**config.mk**
```make
export PLATFORM = sky130hd
export DESIGN_NAME = rcc_top
export DESIGN_NICKNAME = d
export VERILOG_FILES = /design/src/pkg/rcc_pkg.sv /design/src/rtl/rcc_top.sv /design/src/rtl/rcc_carrier_gen.sv
export VERILOG_INCLUDE_DIRS = /design/src /design/src/pkg
export SDC_FILE = /design/constraint.sdc
export NUM_CORES = 1
export LEC_CHECK = 0
export BUFFER_PORTS_ARGS = -buffer_cell sky130_fd_sc_hd__buf_2
export CORE_UTILIZATION = 45
export CTS_CLUSTER_SIZE = 8
export DETAILED_ROUTE_END_ITERATION = 16
export PLACE_DENSITY_LB_ADDON = 0.12
export SLEW_MARGIN = 20
export SYNTH_ARGS = -nofsm -noshare
export SYNTH_HDL_FRONTEND = slang
export SYNTH_SLANG_ARGS = --single-unit
```
**constraint.sdc**
```tcl
create_clock -name clk_in -period 7.4 [get_ports clk_in]
set_clock_uncertainty 0.15 [all_clocks]
set_input_delay 1.48 -clock clk_in [delete_from_list [all_inputs] [get_ports clk_in]]
set_output_delay 1.48 -clock clk_in [all_outputs]
set_load 0.01 [all_outputs]
```
**src/pkg/rcc_regs.svh**
```systemverilog
`ifndef RCC_REGS_SVH
`define RCC_REGS_SVH

// ----------------------------------------------------------------------
// register offsets
// ----------------------------------------------------------------------
`define RCC_ADDR_CHANNEL_CONTROL 6'h01
`define RCC_ADDR_RESP_CONTROL 6'h03
`define RCC_ADDR_RESP_RESULT 6'h04
`define RCC_ADDR_RESP_STATUS 6'h05

// ----------------------------------------------------------------------
// field positions
// ----------------------------------------------------------------------
`define RCC_CC_HIGH_PERF 3
`define RCC_RC_ENABLE 0
`define RCC_RC_PATH_LSB 1
`define RCC_RC_EXT_PAIR_LSB 3
`define RCC_RC_EXT_TO_ECG 5
`define RCC_RC_ALT_CARRIER 6
`define RCC_RC_EXT_SYNC_OUT 7
`define RCC_RC_FREQ_LSB 8
`define RCC_RC_AMPL_LSB 10
`define RCC_RC_EXT_CAP 12
`define RCC_RC_AMP_BYPASS 14

// ----------------------------------------------------------------------
// reset values
// ----------------------------------------------------------------------
`define RCC_RESET_REG 24'h00_0000
`define RCC_RESET_RESULT 24'h00_0000

// ----------------------------------------------------------------------
// timing: clock rate and carrier frequencies in hertz
// ----------------------------------------------------------------------
`define RCC_CLK_HZ 20000000
`define RCC_F_64K 64000
`define RCC_F_56K 56000
`define RCC_F_54K 54000
`define RCC_F_52K 52000
`define RCC_F_50K 50000
`define RCC_F_56K9 56900
`define RCC_F_51K2 51200
`define RCC_F_46K5 46500
`define RCC_F_32K 32000
`define RCC_F_28K 28000
`define RCC_F_25K5 25500
`define RCC_F_23K 23000

// low-pass smoothing shift of the demodulated impedance
`define RCC_LPF_SHIFT 6

`endif

```
**src/pkg/rcc_pkg.sv**
```systemverilog
`default_nettype none

package rcc_pkg;

  // measurement path choices
  typedef enum logic [1:0] {
    RCC_PATH_LEAD_I,
    RCC_PATH_LEAD_II,
    RCC_PATH_LEAD_III,
    RCC_PATH_EXTERNAL
  } rcc_path_t;

  // dedicated external input pair choices
  typedef enum logic [1:0] {
    RCC_PAIR_LA_RA,
    RCC_PAIR_LL_RA,
    RCC_PAIR_LL_LA,
    RCC_PAIR_NONE
  } rcc_ext_pair_t;

  typedef logic [8:0] rcc_half_t;

endpackage : rcc_pkg

`default_nettype wire

```
**src/rtl/rcc_top.sv**
```systemverilog
`timescale 1ns/1ps
`default_nettype none
`include "rcc_regs.svh"

module rcc_top
  import rcc_pkg::*;
(
  // clock and reset
  input wire logic clk_in,
  input wire logic reset_in,
  // register port
  input wire logic [5:0] reg_addr_in,
  input wire logic [23:0] reg_wdata_in,
  input wire logic reg_write_in,
  input wire logic reg_read_in,
  output logic [23:0] reg_rdata_out,
  // converter samples from the respiration amplifier
  input wire logic signed [15:0] adc_sample_in,
  input wire logic adc_valid_in,
  // drive network
  output logic resp_drive_p_out,
  output logic resp_drive_n_out,
  output logic [1:0] drive_amplitude_out,
  output logic ext_cap_mode_out,
  output logic amp_bypass_out,
  // path switches, one-hot
  output logic [2:0] lead_select_out,
  output logic [2:0] ext_pair_select_out,
  output logic ext_to_ecg_out,
  // sync capable io pin
  output logic sync_capable_io_pin_out,
  output logic sync_capable_io_pin_oe_out,
  // filtered impedance
  output logic [23:0] resp_result_out,
  output logic resp_result_valid_out
);

  // ----------------------------------------------------------------------
  // registers
  // ----------------------------------------------------------------------
  logic [23:0] channel_control;
  logic [23:0] respiration_control;

  // software writes on the register port
  always_ff @(posedge clk_in) begin
    if (reset_in) begin
      channel_control <= `RCC_RESET_REG;
      respiration_control <= `RCC_RESET_REG;
    end else if (reg_write_in) begin
      if (reg_addr_in == `RCC_ADDR_CHANNEL_CONTROL) begin
        channel_control <= reg_wdata_in;
      end
      if (reg_addr_in == `RCC_ADDR_RESP_CONTROL) begin
        respiration_control <= reg_wdata_in;
      end
    end
  end

  // field views
  logic resp_enable;
  logic high_perf_select;
  logic alt_carrier_select;
  logic ext_sync_output_enable;
  logic [1:0] carrier_freq_code;
  rcc_path_t path_sel;
  rcc_ext_pair_t pair_sel;

  assign resp_enable = respiration_control[`RCC_RC_ENABLE];
  assign high_perf_select = channel_control[`RCC_CC_HIGH_PERF];
  assign alt_carrier_select = respiration_control[`RCC_RC_ALT_CARRIER];
  assign ext_sync_output_enable = respiration_control[`RCC_RC_EXT_SYNC_OUT];
  assign carrier_freq_code = respiration_control[`RCC_RC_FREQ_LSB +: 2];
  assign path_sel = rcc_path_t'(respiration_control[`RCC_RC_PATH_LSB +: 2]);
  assign pair_sel = rcc_ext_pair_t'(respiration_control[`RCC_RC_EXT_PAIR_LSB +: 2]);

  // ----------------------------------------------------------------------
  // frequency decode
  // ----------------------------------------------------------------------
  // half period in clocks, rounded to nearest; the 20 MHz clock cannot hit
  // every frequency exactly, the worst error is well under half a percent
  function automatic rcc_half_t half_of(input int unsigned f_hz);
    int unsigned q;
    q = (`RCC_CLK_HZ + f_hz) / (2 * f_hz);
    return q[8:0];
  endfunction : half_of

  // shared decode for the drive and the sync pin; the sync table differs
  // only in the alternate-clear row and in code 01 of high performance
  function automatic rcc_half_t carrier_half(input logic alt, input logic hp,
                                              input logic [1:0] code, input logic for_sync);
    rcc_half_t h;
    h = half_of(`RCC_F_56K);
    if (!alt) begin
      if (for_sync) begin
        h = half_of(`RCC_F_64K);
      end else begin
        unique case (code)
          2'b00: h = half_of(`RCC_F_56K);
          2'b01: h = half_of(`RCC_F_54K);
          2'b10: h = half_of(`RCC_F_52K);
          2'b11: h = half_of(`RCC_F_50K);
        endcase
      end
    end else if (hp) begin
      unique case (code)
        2'b00: h = half_of(`RCC_F_64K);
        2'b01: h = for_sync ? half_of(`RCC_F_56K) : half_of(`RCC_F_56K9);
        2'b10: h = half_of(`RCC_F_51K2);
        2'b11: h = half_of(`RCC_F_46K5);
      endcase
    end else begin
      unique case (code)
        2'b00: h = half_of(`RCC_F_32K);
        2'b01: h = half_of(`RCC_F_28K);
        2'b10: h = half_of(`RCC_F_25K5);
        2'b11: h = half_of(`RCC_F_23K);
      endcase
    end
    return h;
  endfunction : carrier_half

  rcc_half_t drive_half;
  rcc_half_t sync_half;

  assign drive_half = carrier_half(alt_carrier_select, high_perf_select, carrier_freq_code,
                                   1'b0);
  assign sync_half = carrier_half(alt_carrier_select, high_perf_select, carrier_freq_code,
                                  1'b1);

  // ----------------------------------------------------------------------
  // carrier generators
  // ----------------------------------------------------------------------
  logic drive_level;
  logic sync_level;

  rcc_carrier_gen u_drive_gen (
    .clk_in(clk_in),
    .reset_in(reset_in),
    .enable_in(resp_enable),
    .half_in(drive_half),
    .level_out(drive_level)
  );

  // the sync copy runs from its own divider so its table can differ
  rcc_carrier_gen u_sync_gen (
    .clk_in(clk_in),
    .reset_in(reset_in),
    .enable_in(resp_enable && ext_sync_output_enable),
    .half_in(sync_half),
    .level_out(sync_level)
  );

  // drive pair and sync pin, registered so no decode glitch escapes
  always_ff @(posedge clk_in) begin
    if (reset_in) begin
      resp_drive_p_out <= 1'b0;
      resp_drive_n_out <= 1'b0;
      sync_capable_io_pin_out <= 1'b0;
      sync_capable_io_pin_oe_out <= 1'b0;
    end else begin
      resp_drive_p_out <= resp_enable && drive_level;
      resp_drive_n_out <= resp_enable && !drive_level;
      sync_capable_io_pin_out <= sync_level;
      sync_capable_io_pin_oe_out <= resp_enable && ext_sync_output_enable;
    end
  end

  // ----------------------------------------------------------------------
  // path and analog switches
  // ----------------------------------------------------------------------
  // one-hot switches; a single path field makes two paths impossible
  always_ff @(posedge clk_in) begin
    if (reset_in) begin
      lead_select_out <= 3'b000;
      ext_pair_select_out <= 3'b000;
      ext_to_ecg_out <= 1'b0;
    end else begin
      lead_select_out <= 3'b000;
      ext_pair_select_out <= 3'b000;
      ext_to_ecg_out <= respiration_control[`RCC_RC_EXT_TO_ECG];
      if (resp_enable) begin
        unique case (path_sel)
          RCC_PATH_LEAD_I: lead_select_out <= 3'b001;
          RCC_PATH_LEAD_II: lead_select_out <= 3'b010;
          RCC_PATH_LEAD_III: lead_select_out <= 3'b100;
          RCC_PATH_EXTERNAL: begin
            // external pair is taken from respiration only when not lent to ecg
            if (!respiration_control[`RCC_RC_EXT_TO_ECG]) begin
              unique case (pair_sel)
                RCC_PAIR_LA_RA: ext_pair_select_out <= 3'b001;
                RCC_PAIR_LL_RA: ext_pair_select_out <= 3'b010;
                RCC_PAIR_LL_LA: ext_pair_select_out <= 3'b100;
                RCC_PAIR_NONE: ext_pair_select_out <= 3'b000;
              endcase
            end
          end
        endcase
      end
    end
  end

  // amplitude, capacitor mode and amplifier bypass straight from the register
  always_ff @(posedge clk_in) begin
    if (reset_in) begin
      drive_amplitude_out <= 2'b00;
      ext_cap_mode_out <= 1'b0;
      amp_bypass_out <= 1'b0;
    end else begin
      drive_amplitude_out <= respiration_control[`RCC_RC_AMPL_LSB +: 2];
      ext_cap_mode_out <= respiration_control[`RCC_RC_EXT_CAP];
      amp_bypass_out <= respiration_control[`RCC_RC_AMP_BYPASS];
    end
  end

  // ----------------------------------------------------------------------
  // synchronous demodulation and low-pass
  // ----------------------------------------------------------------------
  // the chain has no mode other than impedance: no field reroutes it to ecg
  logic signed [23:0] demod;
  logic signed [23:0] lpf;

  assign demod = drive_level ? 24'(adc_sample_in) : -24'(adc_sample_in);

  // first-order iir; the envelope and peak search are left to the host
  always_ff @(posedge clk_in) begin
    if (reset_in || !resp_enable) begin
      lpf <= `RCC_RESET_RESULT;
      resp_result_valid_out <= 1'b0;
    end else begin
      resp_result_valid_out <= adc_valid_in;
      if (adc_valid_in) begin
        lpf <= lpf + ((demod - lpf) >>> `RCC_LPF_SHIFT);
      end
    end
  end

  assign resp_result_out = lpf;

  // ----------------------------------------------------------------------
  // register read back
  // ----------------------------------------------------------------------
  // read data one cycle after the strobe; unmapped addresses read zero
  always_ff @(posedge clk_in) begin
    if (reset_in) begin
      reg_rdata_out <= 24'h00_0000;
    end else if (reg_read_in) begin
      unique case (reg_addr_in)
        `RCC_ADDR_CHANNEL_CONTROL: reg_rdata_out <= channel_control;
        `RCC_ADDR_RESP_CONTROL: reg_rdata_out <= respiration_control;
        `RCC_ADDR_RESP_RESULT: reg_rdata_out <= lpf;
        `RCC_ADDR_RESP_STATUS: reg_rdata_out <= {21'h0_0000, sync_level, drive_level,
                                                resp_enable};
        default: reg_rdata_out <= 24'h00_0000;
      endcase
    end
  end

endmodule : rcc_top

`default_nettype wire

```
**src/rtl/rcc_carrier_gen.sv**
```systemverilog
`timescale 1ns/1ps
`default_nettype none

module rcc_carrier_gen
  import rcc_pkg::*;
(
  // clock and reset
  input wire logic clk_in,
  input wire logic reset_in,
  // control
  input wire logic enable_in,
  input wire rcc_half_t half_in,
  // carrier
  output logic level_out
);

  // ----------------------------------------------------------------------
  // divider
  // ----------------------------------------------------------------------
  rcc_half_t count;
  rcc_half_t active_half;

  // new divisor loaded at the falling edge that closes a full period, and on every edge while in reset or off
  always_ff @(posedge clk_in) begin
    if (reset_in || !enable_in) begin
      count <= '0;
      level_out <= 1'b0;
      active_half <= half_in;
    end else if (count >= active_half - 9'd1) begin
      count <= '0;
      level_out <= !level_out;
      if (level_out) begin
        active_half <= half_in;
      end
    end else begin
      count <= count + 9'd1;
    end
  end

endmodule : rcc_carrier_gen

`default_nettype wire

```
==> summary.txt <==
STA
  – Setup-failing EPs final: 0
  – RSZ-0062 raised after global routing: no
  – Rel. slew slack: 29.97%
  – Slew @ Worst Pin: 1.051 ns
  – Final Max Tran Viols: 0
  – PnR worst setup slack: 0.8163 ns
  – WHS: 0.3031 ns
  – Fmax: 151.9 MHz
  – Min cycle time layout: 6.584 ns
  – Setup tns final: 0 ns
  – Final Hold Fails: 0
  – Period utilization: 88.97%

Setup path
  – CP max stage delay: 0.47 ns
  – Top delay family on crit path: simple AND/OR/NAND/NOR gates
  – Worst Setup End Kind: flop
  – Cell mode on critical path: a21o_1
  – Worst EP arrival: 6.77 ns
  – Crit start category: input port
  – CP max FO: 7
  – Kind of critical path: in -> reg
  – Buffers & Inverters on Critical Path: 2
  – CP Depth: 27
  – CP max-delay cell: or4_1
  – R2r setup slk: 1.92 ns
  – Reg2reg path depth: 20
  – Data required time of the worst path: 7.58 ns
  – Reg2Reg Capture Point: resp_result_out[17]$_SDFFE_PP0P_
  – Worst R2R Start: u_drive_gen.level_out$_SDFFE_PP0P_

Synthesis
  – Synthesis warning total: 0
  – Synth area leader: dfxtp_1
  – Syn Inst Count: 1081
  – Main synth FF type: dfxtp_1
  – Post-synthesis sequential area ratio: 34.98%
  – Post-synth EDFFs: 18
  – Syn Std Cell Area: 9100 um2
  – Synth top area share: 29.04%
  – Register bit total from synthesis: 150
  – Net Count, Synth: 1209
  – Avg Inst Size Synth: 8.418 um2
  – Share of flip-flops with an asynchronous set or reset: 0%
  – Area contributors post-synth: dfxtp_1, ha_1, nand2_1, edfxtp_1, a21oi_1
  – Netlist cell types: 75

Final layout
  – Storage element area: 3183 um2
  – Fillers: 1986
  – Final #Nets: 1304
  – Layout Utilization: 53.05%
  – Layout cell share with drive strength beyond 1: 15.22%
  – Area Overhead vs Synth: 14.57%
  – Multi-input gate area: 5554 um2
  – Most frequent cells in the layout: nand2_1, dfxtp_1, nor2_1
  – Ant diodes: 0
  – Commonest non-fill, non-tap cell in the layout: nand2_1
  – Non-Filler Cell Area, Final: 10430 um2

Clocking
  – CTS clock-pin slew for the worst setup and hold paths: 0.07 ns
  – Clock Path Buffers: 2
  – Cts repair resizes: 0
  – Clk_lat worst skew: 0.43 ns
  – H-Tree Depth: 4
  – CTS Sinks: 150
  – Post-CTS setup buffer count: 0
  – Clk root buf: clkbuf_16
  – TritonCTS clock tree: done
  – CTS Buf Count: 17
  – Hold buffers post-CTS: 0

Drt
  – Post-DRT Antenna Nets: 0
  – Initial DRC Count: 410
  – DR DRC count: 0
  – Routed len/inst: 15.43 um
  – Vias per inst: 5.246
  – Vias: 7628
  – First-pass detailed-route iteration total: 8
  – Final WL: 22.43 mm

Worst hold path
  – Hold Path End: channel_control[6]$_SDFFE_PP0P_
  – Hold Crit Depth: 2
  – Worst Hold Class: reg -> reg
  – Worst hold start: channel_control[6]$_SDFFE_PP0P_

Pwr
  – Psw: 0.4631 mW
  – Peak VDD IR: 0.1794 mV
  – Seq pwr share: 44.1%
  – Leakage: 4.452 nW
  – Sw Share: 24.80%
  – Internal power: 1.404 mW
  – Clock power frac: 46.7%
  – Comb power frac: 9.1%
  – Power Density: 179.1 nW/um2

GRT
  – First-pass GRT wire length: 35.64 mm
  – Initial antenna violation count: 0
  – Global Route Usage Sum: 22.08%
  – Number of global-route vias before repair: 7103
  – Total grt overflow: 0
  – Pin count of the biggest net entering global routing: 81

Die
  – Die Y: 144.2 um
  – Die span in x: 144.2 um
  – Initial Util: 46.30%
  – Ports: 115
  – Row Count: 51
  – Core area: 19650 um2
  – Die area: 20800 um2

Run
  – Number of max-cap violations: 0

Run status
  – Status: complete, no violations

Place
  – GP Congestion: 0.8706
  – DP Worst Slack: 0.4632 ns
  – Port Buffer Count: 114
  – Post-DP HPWL: 16.35 mm
  – Placed cell area: 9833 um2
Yosys cell counts, types with 2 or more instances:
master     instances
a2111oi_4          4
xnor2_1           33
nand2_1          154
mux2i_1           41
o21bai_1           4
a21o_1            34
o31ai_1            4
nor3b_1            9
o211ai_1           3
o21ai_2            4
nor2_1           120
a21oi_1          102
inv_1             43
o21a_1             8
buf_1              2
or4_1              4
nor2b_1           38
or3_1              2
nand3b_1           2
clkbuf_1          34
and4_1             2
o22ai_1            2
xor2_1            37
and3_1             7
a31oi_1            5
edfxtp_1          18
nand4_1           10
and2_1             6
nor4_1             6
nor3_1            19
nand2b_1          11
dfxtp_1          132
o21ai_0           36
ha_1              76
buf_6              4
a211oi_1          10
a21o_2             3
a22oi_1            2
or2_2              5
nand3_1           10
worst reg2reg max path, cell delays in order (launching register included):
cell and delay (ns):
dfxtp_1 0.87, mux2_2 0.43, ha_1 0.31, a2111oi_4 0.35
o31ai_1 0.14, and2_1 0.19, o21a_1 0.18, nor2_1 0.15
nor2b_1 0.07, nor2_1 0.12, xnor2_1 0.10, ha_1 0.42
nor2_1 0.06, o21ai_0 0.25, o41ai_2 0.17, a22oi_1 0.33
a31oi_1 0.23, o21bai_1 0.18, a31oi_1 0.12, or4_1 0.41
o311ai_0 0.12
layer usage:
layer	wire length (um)	part of all wire (%)	global-route usage, %
met1	10190	45	27.52
met3	1166	5.2	5.728
met4	283	1.3	5.429
met2	10790	48	37.76
met5	0	0	0
metrics by stage:
step	power, mW	std cells
after CTS	1.884	1454
after global placement	1.012	1422
after floorplan	0.9697	1081
after global routing	1.936	1454
after detailed placement	1.013	1422
final	1.867	1454
power by group through the flow:
stage / Sequential (mW) / Clock [mW] / Combinational [mW]
global placement: 0.842 / 0 / 0.170
CTS: 0.824 / 0.888 / 0.171
detailed placement: 0.842 / 0 / 0.170
global route: 0.824 / 0.922 / 0.190
floorplan: 0.842 / 0 / 0.128
finish: 0.824 / 0.872 / 0.171
layout make-up:
class	count	area share, %
sequential	150	30.53
timing repair buffer	119	5.832
clock inverter	12	1.356
inverter	43	1.548
tap	265	3.180
clock buffer	20	4.284
multi-input combinational	845	53.27
worst max path at each step:
stage | start | to
6_report | adc_sample_in[0] | resp_result_out[23]$_SDFFE_PP0P_
5_1_grt | adc_sample_in[1] | resp_result_out[23]$_SDFFE_PP0P_
4_1_cts | adc_sample_in[0] | resp_result_out[23]$_SDFFE_PP0P_
3_5_place_dp | adc_sample_in[0] | resp_result_out[21]$_SDFFE_PP0P_
3_3_place_gp | adc_sample_in[0] | resp_result_out[21]$_SDFFE_PP0P_
2_1_floorplan | adc_sample_in[0] | resp_result_out[21]$_SDFFE_PP0P_
cell families (layout without fill, tap and decap cells):
kind of cell	count (synthesis)	in the layout	synth area share (%)
AND/OR/NAND/NOR	415	415	21.16
AO/OA/AOI/OAI	240	240	17.61
flip-flops	150	150	34.98
buffers and inverters	86	194	4.042
adder cells (fa/ha/maj)	77	77	10.67
XOR/XNOR	70	70	6.737
multiplexers	43	43	4.798
flip-flops by register name, indices dropped and copies added (netlist names), 2 cells and up:
name                     cells
channel_control             24
drive_amplitude_out          2
ext_pair_select_out          3
lead_select_out              3
reg_rdata_out               24
resp_result_out             24
respiration_control         24
u_drive_gen.active_half      9
u_drive_gen.count            9
u_sync_gen.active_half       9
u_sync_gen.count             9
Note: power is estimated with default switching activity, not from simulation.
